[config.mk]
export PLATFORM = sky130hd
export DESIGN_NAME = fbc_host
export DESIGN_NICKNAME = d
export VERILOG_FILES = /design/src/include/fbc_pkg.sv /design/src/include/fbc_cyc_if.sv /design/src/rtl/fbc_pin_drv.sv /design/src/rtl/fbc_host.sv
export SDC_FILE = /design/constraint.sdc
export NUM_CORES = 1
export LEC_CHECK = 0
export BUFFER_PORTS_ARGS = -buffer_cell sky130_fd_sc_hd__buf_2
export CAP_MARGIN = 0
export CORE_MARGIN = 8
export CORE_UTILIZATION = 55
export DETAILED_ROUTE_END_ITERATION = 16
export GPL_TIMING_DRIVEN = 0
export PLACE_DENSITY = 0.89
export SETUP_SLACK_MARGIN = 0.1
export SLEW_MARGIN = 40
export SYNTH_ARGS = -nofsm -noshare
export SYNTH_HDL_FRONTEND = slang
export SYNTH_HIERARCHICAL = 1
export SYNTH_SLANG_ARGS = --single-unit
[constraint.sdc]
create_clock -name I_MCLK -period 4.2 [get_ports I_MCLK]
set_input_delay 0.63 -clock I_MCLK [delete_from_list [all_inputs] [get_ports I_MCLK]]
set_output_delay 0.63 -clock I_MCLK [all_outputs]
set_load 0.005 [all_outputs]
[src/include/fbc_pkg.sv]
// Package: constants for the flash bus host controller.
// Assumes one 50 MHz clock and a 512K x 8 die per byte lane.
package fbc_pkg;
    localparam int ADDR_W = 19;
    localparam int DATA_W = 8;
    localparam int LANES = 4;
    // Command addresses and codes
    localparam logic [ADDR_W-1:0] UNLOCK_ADDR_1 = 19'h0_5555;
    localparam logic [ADDR_W-1:0] UNLOCK_ADDR_2 = 19'h0_2AAA;
    localparam logic [DATA_W-1:0] UNLOCK_DATA_1 = 8'hAA;
    localparam logic [DATA_W-1:0] UNLOCK_DATA_2 = 8'h55;
    localparam logic [DATA_W-1:0] CMD_RESET = 8'hF0;
    localparam logic [DATA_W-1:0] CMD_AUTOSEL = 8'h90;
    localparam logic [DATA_W-1:0] CMD_PROGRAM = 8'hA0;
    localparam logic [DATA_W-1:0] CMD_ERASE_SETUP = 8'h80;
    localparam logic [DATA_W-1:0] CMD_CHIP_ERASE = 8'h10;
    localparam logic [DATA_W-1:0] CMD_SECTOR_ERASE = 8'h30;
    localparam int POLL_BIT = 7;
    localparam int SECTOR_LSB = 16;
    // Operation codes on the user port
    localparam logic [2:0] OP_READ = 3'h0;
    localparam logic [2:0] OP_RESET = 3'h1;
    localparam logic [2:0] OP_AUTOSEL = 3'h2;
    localparam logic [2:0] OP_PROGRAM = 3'h3;
    localparam logic [2:0] OP_CHIP_ERASE = 3'h4;
    localparam logic [2:0] OP_SECTOR_ERASE = 3'h5;
    // Bus timing
    localparam int CLK_NS = 20;
    localparam int ACCESS_NS = 150;
    localparam int WRITE_PULSE_NS = 50;
    localparam int WRITE_HIGH_NS = 20;
    localparam int FLOAT_NS = 35;
    localparam int ACCESS_CYC = (ACCESS_NS + CLK_NS - 1) / CLK_NS;
    localparam int WP_CYC = (WRITE_PULSE_NS + CLK_NS - 1) / CLK_NS;
    localparam int WPH_CYC = (WRITE_HIGH_NS + CLK_NS - 1) / CLK_NS;
    localparam int FLOAT_CYC = (FLOAT_NS + CLK_NS - 1) / CLK_NS;
    localparam int POLL_LIMIT = 4000;
endpackage

[src/include/fbc_cyc_if.sv]
// Interface: one bus cycle request between sequencer and pin driver.
// Assumes a single clock domain.
`timescale 1ns/1ps
`default_nettype none
interface fbc_cyc_if;
    logic req;
    logic wr;
    logic [18:0] addr;
    logic [7:0] wdata;
    logic done;
    logic [7:0] rdata;
    modport seq (output req, output wr, output addr, output wdata,
        input done, input rdata);
    modport drv (input req, input wr, input addr, input wdata,
        output done, output rdata);
endinterface
`default_nettype wire

[src/rtl/fbc_pin_drv.sv]
// Pin driver: runs one read or write bus cycle on the flash pins.
// Assumes data inputs are synchronous to the clock.
`timescale 1ns/1ps
`default_nettype none
module fbc_pin_drv
    import fbc_pkg::*;
(
    input wire logic i_clk,
    input wire logic i_rst_n,
    fbc_cyc_if.drv cyc,
    input wire logic [DATA_W-1:0] i_dq,
    output logic o_cs_n,
    output logic o_oe_n,
    output logic o_we_n,
    output logic [ADDR_W-1:0] o_addr,
    output logic [DATA_W-1:0] o_dq,
    output logic o_dq_oe
);
    typedef enum {S_IDLE, S_SETUP, S_PULSE, S_HOLD, S_READ, S_FLOAT}
        fbc_drv_type;
    fbc_drv_type state_reg;
    logic [3:0] cnt_reg;
    logic wr_reg;
    wire cnt_zero = (cnt_reg == 4'h0);

    always_ff @(posedge i_clk or negedge i_rst_n) begin
        if (!i_rst_n) begin
            state_reg <= S_IDLE;
            cnt_reg <= 4'h0;
            wr_reg <= 1'b0;
            o_cs_n <= 1'b1;
            o_oe_n <= 1'b1;
            o_we_n <= 1'b1;
            o_addr <= '0;
            o_dq <= '0;
            o_dq_oe <= 1'b0;
            cyc.done <= 1'b0;
            cyc.rdata <= '0;
        end else begin
            cyc.done <= 1'b0;
            if (!cnt_zero) begin
                cnt_reg <= cnt_reg - 4'h1;
            end
            case (state_reg)
                S_IDLE: if (cyc.req) begin
                    // Address set up before strobes; OE high for writes
                    o_addr <= cyc.addr;
                    o_dq <= cyc.wdata;
                    wr_reg <= cyc.wr;
                    o_cs_n <= 1'b0;
                    state_reg <= S_SETUP;
                end
                S_SETUP: begin
                    if (wr_reg) begin
                        // Write only with CS low, OE high, WE low
                        o_oe_n <= 1'b1;
                        o_dq_oe <= 1'b1;
                        o_we_n <= 1'b0;
                        cnt_reg <= 4'(WP_CYC - 1);
                        state_reg <= S_PULSE;
                    end else begin
                        o_dq_oe <= 1'b0;
                        o_oe_n <= 1'b0;
                        cnt_reg <= 4'(ACCESS_CYC - 1);
                        state_reg <= S_READ;
                    end
                end
                S_PULSE: if (cnt_zero) begin
                    // Device latches data at this rising edge
                    o_we_n <= 1'b1;
                    cnt_reg <= 4'(WPH_CYC - 1);
                    state_reg <= S_HOLD;
                end
                S_HOLD: if (cnt_zero) begin
                    o_cs_n <= 1'b1;
                    o_dq_oe <= 1'b0;
                    cyc.done <= 1'b1;
                    state_reg <= S_IDLE;
                end
                S_READ: if (cnt_zero) begin
                    cyc.rdata <= i_dq;
                    o_oe_n <= 1'b1;
                    o_cs_n <= 1'b1;
                    // Let the device float before we drive again
                    cnt_reg <= 4'(FLOAT_CYC - 1);
                    state_reg <= S_FLOAT;
                end
                S_FLOAT: if (cnt_zero) begin
                    cyc.done <= 1'b1;
                    state_reg <= S_IDLE;
                end
                default: state_reg <= S_IDLE;
            endcase
        end
    end
endmodule
`default_nettype wire

[src/rtl/fbc_host.sv]
// Host controller: issues flash command sequences on the device pins.
// Assumes one die per byte lane; each lane's chip select picks its die.
//==============================================================
`timescale 1ns/1ps
`default_nettype none
module fbc_host
    import fbc_pkg::*;
#(
    parameter int POLL_MAX = POLL_LIMIT
)(
    // Clock and reset
    input wire logic I_MCLK,
    input wire logic I_ARST_N,
    // User command port
    input wire logic I_CMD_VALID,
    input wire logic [2:0] I_CMD_OP,
    input wire logic [ADDR_W-1:0] I_CMD_ADDR,
    input wire logic [DATA_W-1:0] I_CMD_DATA,
    input wire logic [1:0] I_CMD_LANE,
    output logic O_CMD_READY,
    output logic O_RSP_VALID,
    output logic [DATA_W-1:0] O_RSP_DATA,
    output logic O_RSP_TIMEOUT,
    output logic O_PROG_ZERO_TO_ONE,
    // Flash pins
    output logic [LANES-1:0] O_CS_N,
    output logic O_OE_N,
    output logic O_WE_N,
    output logic [ADDR_W-1:0] O_ADDR,
    input wire logic [LANES*DATA_W-1:0] I_DQ,
    output logic [LANES*DATA_W-1:0] O_DQ,
    output logic [LANES-1:0] O_DQ_OE
);
    initial begin
        if (POLL_MAX < 1 || POLL_MAX > 65535) begin
            $error("POLL_MAX out of range");
        end
    end

    //==============================================================
    // Sequencer
    typedef enum {ST_IDLE, ST_ISSUE, ST_WAIT, ST_POLL, ST_POLL_WAIT,
        ST_REPLY} fbc_seq_type;
    fbc_seq_type state_reg;
    fbc_cyc_if cyc();
    logic [2:0] op_reg;
    logic [ADDR_W-1:0] addr_reg;
    logic [DATA_W-1:0] data_reg;
    logic [1:0] lane_reg;
    logic [2:0] step_reg;
    logic [15:0] poll_reg;
    logic req_reg;
    logic [ADDR_W-1:0] cyc_addr_reg;
    logic [DATA_W-1:0] cyc_data_reg;
    logic wr_reg;

    // Step count per operation, poll bit target
    // Autoselect is three writes, program four, erase six
    wire [2:0] last_step = (op_reg == OP_RESET) ? 3'd0 :
        (op_reg == OP_AUTOSEL) ? 3'd2 :
        (op_reg == OP_PROGRAM) ? 3'd3 :
        (op_reg == OP_READ) ? 3'd0 : 3'd5;
    wire needs_poll = (op_reg == OP_PROGRAM) ||
        (op_reg == OP_CHIP_ERASE) || (op_reg == OP_SECTOR_ERASE);
    wire poll_goal = (op_reg == OP_PROGRAM) ? data_reg[POLL_BIT] : 1'b1;
    // Erase ends when the poll bit reads 1; program when it matches
    wire poll_ok = (cyc.rdata[POLL_BIT] == poll_goal);
    // Erase polls within the sector being erased
    wire [ADDR_W-1:0] sector_addr = {addr_reg[ADDR_W-1:SECTOR_LSB],
        16'h0000};
    wire [ADDR_W-1:0] poll_addr = (op_reg == OP_PROGRAM) ? addr_reg :
        sector_addr;
    wire [DATA_W-1:0] rd_bits = cyc.rdata;

    // Address and data of each step; upper bits zero in commands except the program data and sector erase steps
    logic [ADDR_W-1:0] step_addr;
    logic [DATA_W-1:0] step_data;
    always_comb begin
        step_addr = UNLOCK_ADDR_1;
        step_data = UNLOCK_DATA_1;
        case (step_reg)
            3'd0: begin
                if (op_reg == OP_RESET) begin
                    step_data = CMD_RESET;
                end
            end
            3'd1: begin
                step_addr = UNLOCK_ADDR_2;
                step_data = UNLOCK_DATA_2;
            end
            3'd2: begin
                if (op_reg == OP_AUTOSEL) begin
                    step_data = CMD_AUTOSEL;
                end else if (op_reg == OP_PROGRAM) begin
                    step_data = CMD_PROGRAM;
                end else begin
                    step_data = CMD_ERASE_SETUP;
                end
            end
            3'd3: begin
                if (op_reg == OP_PROGRAM) begin
                    // Any address, any order
                    step_addr = addr_reg;
                    step_data = data_reg;
                end
            end
            3'd4: begin
                step_addr = UNLOCK_ADDR_2;
                step_data = UNLOCK_DATA_2;
            end
            default: begin
                if (op_reg == OP_SECTOR_ERASE) begin
                    step_addr = sector_addr;
                    step_data = CMD_SECTOR_ERASE;
                end else begin
                    step_data = CMD_CHIP_ERASE;
                end
            end
        endcase
    end

    assign cyc.req = req_reg;
    assign cyc.wr = wr_reg;
    assign cyc.addr = cyc_addr_reg;
    assign cyc.wdata = cyc_data_reg;

    always_ff @(posedge I_MCLK or negedge I_ARST_N) begin
        if (!I_ARST_N) begin
            state_reg <= ST_IDLE;
            op_reg <= OP_READ;
            addr_reg <= '0;
            data_reg <= '0;
            lane_reg <= 2'h0;
            step_reg <= 3'h0;
            poll_reg <= 16'h0000;
            req_reg <= 1'b0;
            wr_reg <= 1'b0;
            cyc_addr_reg <= '0;
            cyc_data_reg <= '0;
            O_CMD_READY <= 1'b0;
            O_RSP_VALID <= 1'b0;
            O_RSP_DATA <= '0;
            O_RSP_TIMEOUT <= 1'b0;
            O_PROG_ZERO_TO_ONE <= 1'b0;
        end else begin
            req_reg <= 1'b0;
            O_RSP_VALID <= 1'b0;
            case (state_reg)
                ST_IDLE: begin
                    O_CMD_READY <= 1'b1;
                    if (I_CMD_VALID && O_CMD_READY) begin
                        O_CMD_READY <= 1'b0;
                        op_reg <= I_CMD_OP;
                        addr_reg <= I_CMD_ADDR;
                        data_reg <= I_CMD_DATA;
                        lane_reg <= I_CMD_LANE;
                        step_reg <= 3'h0;
                        poll_reg <= 16'h0000;
                        O_RSP_TIMEOUT <= 1'b0;
                        O_PROG_ZERO_TO_ONE <= 1'b0;
                        state_reg <= ST_ISSUE;
                    end
                end
                ST_ISSUE: begin
                    req_reg <= 1'b1;
                    // Plain read needs no command; device powers up in
                    // read mode
                    wr_reg <= (op_reg != OP_READ);
                    cyc_addr_reg <= (op_reg == OP_READ) ? addr_reg :
                        step_addr;
                    cyc_data_reg <= step_data;
                    state_reg <= ST_WAIT;
                end
                ST_WAIT: if (cyc.done) begin
                    if (op_reg == OP_READ) begin
                        O_RSP_DATA <= rd_bits;
                        state_reg <= ST_REPLY;
                    end else if (step_reg != last_step) begin
                        step_reg <= step_reg + 3'h1;
                        state_reg <= ST_ISSUE;
                    end else if (needs_poll) begin
                        // Device runs alone from here on
                        state_reg <= ST_POLL;
                    end else begin
                        state_reg <= ST_REPLY;
                    end
                end
                ST_POLL: begin
                    req_reg <= 1'b1;
                    wr_reg <= 1'b0;
                    cyc_addr_reg <= poll_addr;
                    state_reg <= ST_POLL_WAIT;
                end
                ST_POLL_WAIT: if (cyc.done) begin
                    // CS idles high between polls
                    poll_reg <= poll_reg + 16'h0001;
                    if (poll_ok) begin
                        O_RSP_DATA <= rd_bits;
                        // Only clears bits; flag a 1 asked over a 0
                        if (op_reg == OP_PROGRAM &&
                            (data_reg & ~rd_bits) != '0) begin
                            O_PROG_ZERO_TO_ONE <= 1'b1;
                        end
                        state_reg <= ST_REPLY;
                    end else if (poll_reg == 16'(POLL_MAX - 1)) begin
                        // Give up; reset the die back to read
                        O_RSP_TIMEOUT <= 1'b1;
                        op_reg <= OP_RESET;
                        step_reg <= 3'h0;
                        state_reg <= ST_ISSUE;
                    end else begin
                        // Inverted poll bit means busy
                        state_reg <= ST_POLL;
                    end
                end
                ST_REPLY: begin
                    O_RSP_VALID <= 1'b1;
                    state_reg <= ST_IDLE;
                end
                default: state_reg <= ST_IDLE;
            endcase
        end
    end

    //==============================================================
    // Pin driver and byte lane steering
    logic cs_n;
    logic oe_n;
    logic we_n;
    logic [ADDR_W-1:0] addr;
    logic [DATA_W-1:0] dq_out;
    logic dq_oe;
    wire [DATA_W-1:0] dq_lane = I_DQ[lane_reg*DATA_W +: DATA_W];

    // Sequence of strobes keeps CS low across the WE pulse
    fbc_pin_drv u_drv (
        .i_clk(I_MCLK),
        .i_rst_n(I_ARST_N),
        .cyc(cyc.drv),
        .i_dq(dq_lane),
        .o_cs_n(cs_n),
        .o_oe_n(oe_n),
        .o_we_n(we_n),
        .o_addr(addr),
        .o_dq(dq_out),
        .o_dq_oe(dq_oe)
    );

    // Registered copies so every top output is a flip-flop
    genvar g;
    generate
        for (g = 0; g < LANES; g++) begin : g_lane
            wire sel = (lane_reg == 2'(g));
            always_ff @(posedge I_MCLK or negedge I_ARST_N) begin
                if (!I_ARST_N) begin
                    O_CS_N[g] <= 1'b1;
                    O_DQ[g*DATA_W +: DATA_W] <= '0;
                    O_DQ_OE[g] <= 1'b0;
                end else begin
                    O_CS_N[g] <= cs_n | ~sel;
                    O_DQ[g*DATA_W +: DATA_W] <= dq_out;
                    O_DQ_OE[g] <= dq_oe & sel;
                end
            end
        end
    endgenerate

    always_ff @(posedge I_MCLK or negedge I_ARST_N) begin
        if (!I_ARST_N) begin
            O_OE_N <= 1'b1;
            O_WE_N <= 1'b1;
            O_ADDR <= '0;
        end else begin
            O_OE_N <= oe_n;
            O_WE_N <= we_n;
            O_ADDR <= addr;
        end
    end
endmodule
`default_nettype wire

After elaboration in Yosys (flattened, before gate mapping)
Cells that the tools add are included.
W data, S select, Z words.
{"block": "word_totals", "mem_bits_rw": 0, "latchBits": 0, "n_memories": 0, "out_inout_bits": 73, "register_bits": 238, "mem_bits_ro": 0, "wordCells": 220}
{"block": "classes", "n_mux": 82, "div": 0, "n_eq_ne": 42, "n_reduce_logical": 39, "multipliers": 0, "addsub": 3, "bitwise_logic": 14, "shifts": 1, "magnitude_cmp": 0}
{"cell": "$pmux W32 S5", "count": 2}
{"cell": "$mux W32", "count": 7}
{"cell": "$eq A32 B2 Y1 const B", "count": 4}
{"cell": "$eq A32 B3 Y1 const B", "count": 4}
{"cell": "$eq A32 B1 Y1 const B", "count": 2}
{"cell": "$logic_not A32 Y1", "count": 2}
{"cell": "$mux W3", "count": 21}
{"cell": "$mux W19", "count": 3}
{"cell": "$pmux W19 S3", "count": 1}
{"cell": "$mux W16", "count": 3}
{"cell": "$mux W8", "count": 5}
{"cell": "$pmux W19 S2", "count": 1}
{"cell": "$pmux W16 S2", "count": 1}
{"cell": "$pmux W8 S4", "count": 1}
{"cell": "$shiftx A32 B6 Y8", "count": 1}
{"cell": "$mux W1", "count": 18}
{"cell": "$mux W6", "count": 3}
{"cell": "$ne A2 B2 Y1 const B", "count": 9}
{"cell": "$add A16 B1 Y16 const B", "count": 1}
{"cell": "$eq A16 B12 Y1 const B", "count": 1}
{"cell": "$ne A2 B1 Y1 const B", "count": 8}
{"cell": "$pmux W8 S2", "count": 1}
{"cell": "$reduce_and A5 Y1", "count": 3}
{"cell": "$pmux W1 S2", "count": 7}
{"cell": "other kinds (33)", "count": 72}

Longest topological paths before layout
Gate-level depths: netlist of the first run.
{"block": "logic_depth", "depth_word": 10, "mapped_depth": 9, "mapped_depth_nobuf": 8}

By module
Netlist of the first run, hierarchy kept.
{"mod": "fbc_host", "area_each_um2": 5900.7, "instances": 1, "cells_each": 529, "seq_area_each_um2": 3310.7}
{"mod": "fbc_pin_drv", "area_each_um2": 1999.4, "instances": 1, "cells_each": 140, "seq_area_each_um2": 1204.9}

Least setup slack after synthesis of the first run
OpenSTA, ideal clock, no wires.
{"block": "synth_path", "path_type": "flip-flop to flip-flop", "startpoint": "register step_reg[2]", "endpoint": "register cyc_addr_reg[10] (netlist: cyc.addr[10])", "required_time_ns": 4.123, "arrival_ns": 1.967, "slack_ns": 2.156, "path_buffers": 2, "stages_incl_launch_ff": 9, "cell_sequence": "dfrtp_1 clkbuf_1 inv_1 ha_1 clkbuf_1 or3_1 a211oi_1 nor2_1 a21oi_1"}
{"block": "synth_via", "elab_chain_cells": 5}
{"element": "from (decl)", "line_no": "fbc_host.sv:50", "rtl": "logic [2:0] step_reg;"}
{"element": "from (signal assigned)", "line_no": "fbc_host.sv:179", "rtl": "step_reg <= step_reg + 3'h1;"}
{"element": "$eq A3 B3 Y1, or another cell as far along", "line_no": "fbc_host.sv:81", "rtl": "case (step_reg)"}
{"element": "$reduce_or A2 Y1 (no line)"}
{"element": "$pmux W19 S3 *", "line_no": "fbc_host.sv:81"}
{"element": "$mux W19 *", "line_no": "fbc_host.sv:169", "rtl": "cyc_addr_reg <= (op_reg == OP_READ) ? addr_reg :"}
{"element": "$pmux W19 S2 *", "line_no": "fbc_host.sv:148", "rtl": "case (state_reg)"}
{"element": "to (signal assigned)", "line_no": "fbc_host.sv:169"}
{"element": "to (signal assigned)", "line_no": "fbc_host.sv:191", "rtl": "cyc_addr_reg <= poll_addr;"}
{"element": "to (decl)", "line_no": "fbc_host.sv:53", "rtl": "logic [ADDR_W-1:0] cyc_addr_reg;"}
Every way passes the cells marked *; elsewhere a longest branch is shown, timed or not.
A chain may end at the register's enable or synchronous reset.

Worst setup path in the final report of the first run
{"block": "layout_path", "startpoint": "register step_reg[0]", "endpoint": "register cyc_addr_reg[8] (netlist: cyc.addr[8])"}
Same word-level chain as after synthesis.

==> key figures, run 1 <==
Synthesis
  • Synth Area in Compound Gates: 0.104
  • Post-synth EDFFs: 0
  • Post-synthesis simple-gate area fraction: 0.117
  • Synthesized Nets: 745
  • #FFs+latches synth: 180
  • Register area share after synthesis: 0.572
  • Yosys cell types: 66
  • Post-Synth Adder-Cell Area: 0.0143
  • Mux contribution to synthesized area: 0.121
  • Async SR Flop Fraction: 1.00
  • Syn Std Cell Area: 7900 µm²
  • Post-Synth XOR/XNOR Area: 0.0166
  • Synth Flop Type: dfrtp_1
  • Yosys warning total: 6
  • Gate count of the mapped netlist: 669
  • Main combinational cell family by area after synthesis: multiplexers
  • Avg Inst Size Synth: 11.8 µm²

Power
  • Power Dens Cells: 741 nW/µm²
  • Net Sw Power: 2.46 mW
  • Switching part of the total: 0.352
  • Part of the power in combinational logic: 0.380
  • P_leak: 4.32 nW
  • Clock power share: 0.206
  • Power Internal: 4.52 mW
  • Worst IR Drop VDD: 0.000424 V
  • Final Power: 6.98 mW
  • Flop pwr share: 0.413

Routing
  • Detailed Routing Iterations Pass 1: 5
  • Drt total wl: 18200 µm
  • Routed WL per cell: 17.7 µm
  • Antenna Nets Post-Route: 0
  • Via count: 5780
  • # DRC: 0
  • DR iter-0 viols: 556
  • Vias/cell: 5.63

Layout
  • P&R area growth vs syn: 19.3%
  • Layout Nets: 905
  • Share of layout cells above drive strength 1: 0.363

Die
  • Ports: 140
  • Die span in x: 136 µm
  • Rows: 44
  • Die area: 18500 µm²
  • Core box area: 14300 µm²
  • Starting Density: 0.554
  • Die Height: 136 µm

Clock network
  • Clock H-tree levels: 4
  • Worst-path clk slew: 70 ps
  • CTS max path bufs: 2
  • Root buffer cell: clkbuf_16
  • CTS Hold Bufs: 0
  • Post-CTS sizing: 0
  • Worst-Skew Late Latency: 440 ps
  • CTS tree: done
  • Num CTS Buffers: 17
  • Clock tree sinks: 180
  • Post-CTS setup buffer count: 0

Placed design
  • Placer congestion estimate: 0.968
  • Dpl hpwl: 13200 µm
  • Port Buffer Count: 139
  • Placement Setup Slack: 1720 ps

STA
  • Final worst setup slack: 1710 ps
  • Slew @ Worst Pin: 845 ps
  • Fmax: 0.402 GHz
  • RSZ-0062 raised after global routing: no
  • Final slew viol count: 0
  • Slew margin rel.: 0.437
  • Period minus WS final: 2490 ps
  • Final setup vio count: 0
  • Final worst-path cycle share: 0.593
  • Clock skew: 13.2 ps
  • Hold Violations, Final: 0

Worst setup path
  • Data arrival, critical path: 2850 ps
  • Max FO, Critical Path: 9
  • Crit end category: flip-flop
  • Slowest CP cell: dfrtp_1
  • CP Cell Sequence: inv_1 > ha_1 > clkbuf_1 > mux2i_1 > a211oi_1 > a22oi_1 > o21ai_0 > a21oi_1
  • Crit path buffers/inverters: 2
  • Critical Path Source Type: flip-flop
  • CP Data Required Time: 4560 ps
  • WS Path Type: flip-flop to flip-flop
  • Crit-path max cell delay: 470 ps
  • CP top delay family: compound AO/OA/AOI/OAI gates

Global routing
  • Pin count of the biggest net entering global routing: 81
  • Initial antenna violation count: 1
  • Total track usage: 0.205
  • Grt total ovfl: 0
  • First-pass GRT wire length: 29600 µm
  • Vias in the first global route: 5858

Flow run
  • MaxCap Viol Count: 0

Hold path
  • HP Class: input port to asynchronous set/reset pin

Status
  • Status: finished clean
[cells in the final DEF (no fill, tap or decap), types with 7 or more instances in the layout]
cell | netlist | layout
clkbuf_1 | 19 | 22
buf_4 | 26 | 26
dfrtp_1 | 171 | 171
nand3_1 | 9 | 9
nand2_1 | 41 | 41
o21ai_0 | 33 | 33
a31oi_1 | 8 | 8
nand4_1 | 10 | 10
buf_2 | 8 | 146
dfstp_2 | 9 | 9
inv_1 | 25 | 25
xor2_1 | 11 | 11
nor3_1 | 7 | 7
o31ai_1 | 10 | 9
ha_1 | 9 | 9
nor2_1 | 54 | 54
mux2_2 | 67 | 67
mux4_2 | 8 | 8
clkbuf_16 | 0 | 17
a21oi_1 | 28 | 28
[cell usage after synthesis (5+ instances only)]
cell | instances | share of area
nor3b_1 | 6 | 0.0057
nor2_1 | 54 | 0.026
ha_1 | 9 | 0.014
nor3_1 | 7 | 0.0044
o21ai_0 | 33 | 0.021
dfrtp_1 | 171 | 0.54
nand4_1 | 10 | 0.0079
a21oi_1 | 28 | 0.018
clkbuf_1 | 19 | 0.0090
inv_1 | 25 | 0.012
nand3_1 | 9 | 0.0057
and3_1 | 5 | 0.0040
nand3b_1 | 6 | 0.0057
mux2_2 | 67 | 0.096
dfstp_2 | 9 | 0.030
o31ai_1 | 10 | 0.0095
mux4_2 | 8 | 0.023
nand2b_1 | 6 | 0.0048
nand2_1 | 41 | 0.019
buf_4 | 26 | 0.025
xor2_1 | 11 | 0.012
and2_1 | 6 | 0.0048
buf_2 | 8 | 0.0051
a31oi_1 | 8 | 0.0063
o22ai_1 | 6 | 0.0048
[cell families (layout without fill, tap and decap cells)]
family	count (synthesis)	in the layout
fa+ha+maj	9	9
other cells	0	1
flops	180	180
buf+inv	86	258
simple gates	177	177
mux	77	77
xor+xnor	15	15
compound gates	125	125
[final cells by class]
cell class | instances | area (µm²)
fill | 1059 | 4830
sequential | 180 | 4520
multi-input combinational | 403 | 2950
timing repair buffer | 141 | 761
clock buffer | 21 | 450
buffer | 59 | 338
tap | 184 | 230
inverter | 27 | 101
clock inverter | 10 | 75.1
antenna | 1 | 2.50
[per-stage QoR]
step | utilization | hold slack (ps) | TNS, ps | cell area, µm² | std cells
global placement | 0.619 | 358 | -27750 | 8830 | 992
detailed placement | 0.624 | 360 | 0 | 8890 | 994
global route | 0.661 | 76.1 | 0 | 9420 | 1026
CTS | 0.660 | 57.9 | 0 | 9420 | 1025
floorplan | - | 334 | 0 | 7900 | 669
finish | 0.661 | 64.1 | 0 | 9420 | 1026
[worst paths after layout]
path / end / cells past startpoint / slack [ps] / start
max in group asynchronous: cyc.wdata[2]$_DFFE_PN0P_ / 2 / 3470 / I_ARST_N
setup reg to reg: cyc.addr[8]$_DFFE_PN0P_ / 8 / 1710 / step_reg[0]$_DFFE_PN0P_
setup / recovery: cyc.addr[8]$_DFFE_PN0P_ / 8 / 1710 / step_reg[0]$_DFFE_PN0P_
min in group I_MCLK: O_OE_N$_DFF_PN1_ / 0 / 370 / u_drv/o_oe_n$_DFFE_PN1P_
hold / removal: O_ADDR[7]$_DFF_PN0_ / 1 / 60 / I_ARST_N
hold reg to reg: O_OE_N$_DFF_PN1_ / 0 / 370 / u_drv/o_oe_n$_DFFE_PN1P_
[power by group through the flow]
stage | logic (mW) | clock network, mW | registers, mW
floorplan | 1.81 | 0 | 2.78
global placement | 2.54 | 0 | 2.87
detailed placement | 2.64 | 0 | 2.91
CTS | 2.66 | 1.46 | 2.89
global route | 2.93 | 1.54 | 2.97
finish | 2.66 | 1.44 | 2.89
[metal layers]
layer | global-route usage | up-vias | wire length, µm
met5 | 0 | - | 0
met4 | 0.0830 | 0 | 444
met3 | 0.0576 | 35 | 1520
met2 | 0.318 | 234 | 8430
met1 | 0.267 | 2849 | 7760
li1 | - | 2662 | -
No activity file was read; power rests on OpenSTA's default activity.
==> run 2: changes to the inputs <==
--- a/config.mk
+++ b/config.mk
@@ -5,13 +5,14 @@
 export SDC_FILE = /design/constraint.sdc
 export NUM_CORES = 1
 export LEC_CHECK = 0
+export ABC_AREA = 1
 export BUFFER_PORTS_ARGS = -buffer_cell sky130_fd_sc_hd__buf_2
 export CAP_MARGIN = 0
 export CORE_MARGIN = 8
-export CORE_UTILIZATION = 55
+export CORE_UTILIZATION = 51
 export DETAILED_ROUTE_END_ITERATION = 16
 export GPL_TIMING_DRIVEN = 0
-export PLACE_DENSITY = 0.89
+export PLACE_DENSITY = 0.86
 export SETUP_SLACK_MARGIN = 0.1
 export SLEW_MARGIN = 40
 export SYNTH_ARGS = -nofsm -noshare
==> constraint.sdc (replaced) <==
create_clock -name I_MCLK -period 2.2 [get_ports I_MCLK]
set_input_delay 0.33 -clock I_MCLK [delete_from_list [all_inputs] [get_ports I_MCLK]]
set_output_delay 0.33 -clock I_MCLK [all_outputs]
set_load 0.005 [all_outputs]
==> key figures, run 2 <==
Synthesis
  • Yosys top cell area share: 0.510
  • #FFs+latches synth: 180
  • Yosys warning total: 6
  • Post-synth EDFFs: 0
  • Async SR Flop Fraction: 1.00
  • Count leader, synth: nand2_1
  • Largest cells by area after synthesis: dfrtp_1 51%, nand2_1 12%, inv_1 5.2%, o21ai_0 4.6%, nor2_1 3.1%
  • Syn Std Cell Area: 8390 µm²
  • Area leader, netlist: dfrtp_1
  • Synthesized Nets: 1068
  • Yosys cell types: 39
  • Avg Inst Size Synth: 8.46 µm²
  • Most frequent cells after synthesis: 271 x nand2_1, 171 x dfrtp_1, 117 x inv_1
  • Gate count of the mapped netlist: 992
  • Synth Flop Type: dfrtp_1
  • Register area share after synthesis: 0.538

Routing
  • Drt total wl: 21200 µm
  • Vias/cell: 5.23
  • # DRC: 0
  • DR iter-0 viols: 584
  • Antenna Nets Post-Route: 0
  • Detailed Routing Iterations Pass 1: 5
  • Routed WL per cell: 15.2 µm
  • Via count: 7266

Worst setup path
  • Data arrival, critical path: 2340 ps
  • Max FO, Critical Path: 8
  • CP Data Required Time: 2550 ps
  • Crit path launch: step_reg[0]$_DFFE_PN0P_
  • Critical Path Source Type: flip-flop
  • Reg-to-reg startpoint: step_reg[0]$_DFFE_PN0P_
  • Worst R2R Setup Slack: 210 ps
  • Crit end category: flip-flop
  • WS Path Type: flip-flop to flip-flop

Placed design
  • Inst Count DP: 1353
  • DP Area: 9430 µm²
  • Placement Setup Slack: 216 ps
  • Port Buffer Count: 139
  • Placer congestion estimate: 0.944
  • Dpl hpwl: 15200 µm

Die
  • Die Height: 144 µm
  • Core box area: 16300 µm²
  • Die span in x: 144 µm
  • Rows: 47
  • Ports: 140
  • Die area: 20800 µm²
  • Starting Density: 0.513

Clock network
  • Clock tree sinks: 180
  • Worst-Skew Late Latency: 430 ps
  • Num CTS Buffers: 17
  • Post-CTS setup buffer count: 0
  • Root buffer cell: clkbuf_16
  • CTS max path bufs: 2
  • Worst-path clk slew: 70 ps
  • Clock H-tree levels: 4
  • CTS tree: done

Flow run
  • MaxCap Viol Count: 0

STA
  • Final worst-path cycle share: 0.903
  • RSZ-0062 raised after global routing: yes
  • Setup TNS: 0 ps
  • Fmax: 0.503 GHz
  • Hold Violations, Final: 0
  • Final setup vio count: 0
  • Clock skew: 7.78 ps
  • Slew margin rel.: 0.591
  • Slew @ Worst Pin: 614 ps
  • Final worst setup slack: 213 ps
  • Final slew viol count: 0
  • WHS: 99.5 ps
  • Period minus WS final: 1990 ps

Power
  • Net Sw Power: 5.32 mW
  • Flop pwr share: 0.404
  • Power Dens Cells: 1360 nW/µm²
  • Switching part of the total: 0.392
  • P_leak: 5.27 nW
  • Final Power: 13.6 mW
  • Part of the power in combinational logic: 0.374
  • Clock power share: 0.223
  • Worst IR Drop VDD: 0.000713 V
  • Power Internal: 8.27 mW

Hold path
  • HP Class: input port to flip-flop
  • Hold Path Origin: I_CMD_OP[1]

Layout
  • P&R area growth vs syn: 19.6%
  • Share of layout cells above drive strength 1: 0.222
  • Layout Utilization: 0.614
  • Layout Nets: 1229
  • Finished Cell Area: 10000 µm²
  • Commonest non-fill, non-tap cell in the layout: nand2_1
  • Finished Layout Cells: 1388
  • Commonest non-fill, non-tap cells in the layout: 271 x nand2_1, 171 x dfrtp_1, 148 x buf_2

Global routing
  • Pin count of the biggest net entering global routing: 70
  • First-pass GRT wire length: 34400 µm
  • Grt total ovfl: 0
  • Vias in the first global route: 7105
  • Total track usage: 0.210
  • Initial antenna violation count: 2

Status
  • Status: finished clean
-- run 2: layout make-up --
cell class | count | area (µm²)
fillers | 1376 | 6320
flip-flops and latches | 180 | 4520
multi-input cells | 632 | 3050
repair buffers | 142 | 771
inverters | 125 | 469
clock buffers | 20 | 457
plain buffers | 55 | 358
well taps | 220 | 275
clock inverters | 12 | 133
diodes | 2 | 5.00
-- run 2: final timing paths --
kind                                           endpoint  cells past startpoint
max                             cyc.addr[0]$_DFFE_PN0P_                      9
min                               op_reg[1]$_DFFE_PN0P_                      3
max reg2reg                     cyc.addr[0]$_DFFE_PN0P_                      9
min reg2reg                            O_WE_N$_DFF_PN1_                      0
max in group asynchronous  u_drv/o_addr[13]$_DFFE_PN0P_                      4
min in group asynchronous      poll_reg[11]$_DFFE_PN0P_                      2
-- run 2: cells by family (layout without fill, tap and decap cells) --
group / after synthesis / count (layout) / share of synthesized area
flops: 180 / 180 / 0.538
xor+xnor: 2 / 2 / 0.00209
simple gates: 440 / 440 / 0.223
compound gates: 181 / 181 / 0.124
fa+ha+maj: 9 / 9 / 0.0134
other cells: 0 / 2 / 0
buf+inv: 180 / 354 / 0.0986
-- run 2: power groups by stage --
stage | clock network (mW) | logic, mW | registers [mW]
2_1_floorplan | 0 | 3.38 | 5.35
3_3_place_gp | 0 | 4.79 | 5.45
3_5_place_dp | 0 | 4.96 | 5.51
4_1_cts | 3.07 | 5.06 | 5.48
5_1_grt | 3.21 | 5.68 | 5.65
6_report | 3.03 | 5.08 | 5.49
-- run 2: worst max-delay path: stages (launching register included) --
cell	delay [ps]
dfrtp_1	440
inv_1	130
ha_1	260
o21ai_0	270
nand2_1	80
nor2_1	160
nand2_1	220
nand3_1	130
a21oi_1	100
nor2_1	130
-- run 2: metal layers --
layer / wire, µm / share of wire / up-vias / GRT usage
li1: - / - / 3494 / -
met3: 1570 / 0.074 / 32 / 0.0518
met4: 508 / 0.024 / 0 / 0.0843
met2: 10500 / 0.50 / 278 / 0.354
met5: 0 / 0 / - / 0
met1: 8600 / 0.41 / 3462 / 0.253
-- run 2: repair_timing --
item	CTS	global route
hold endpoints to repair	40	0
gates resized for setup	0	2
endpoints found under the setup margin	0	13
hold buffers	1	0
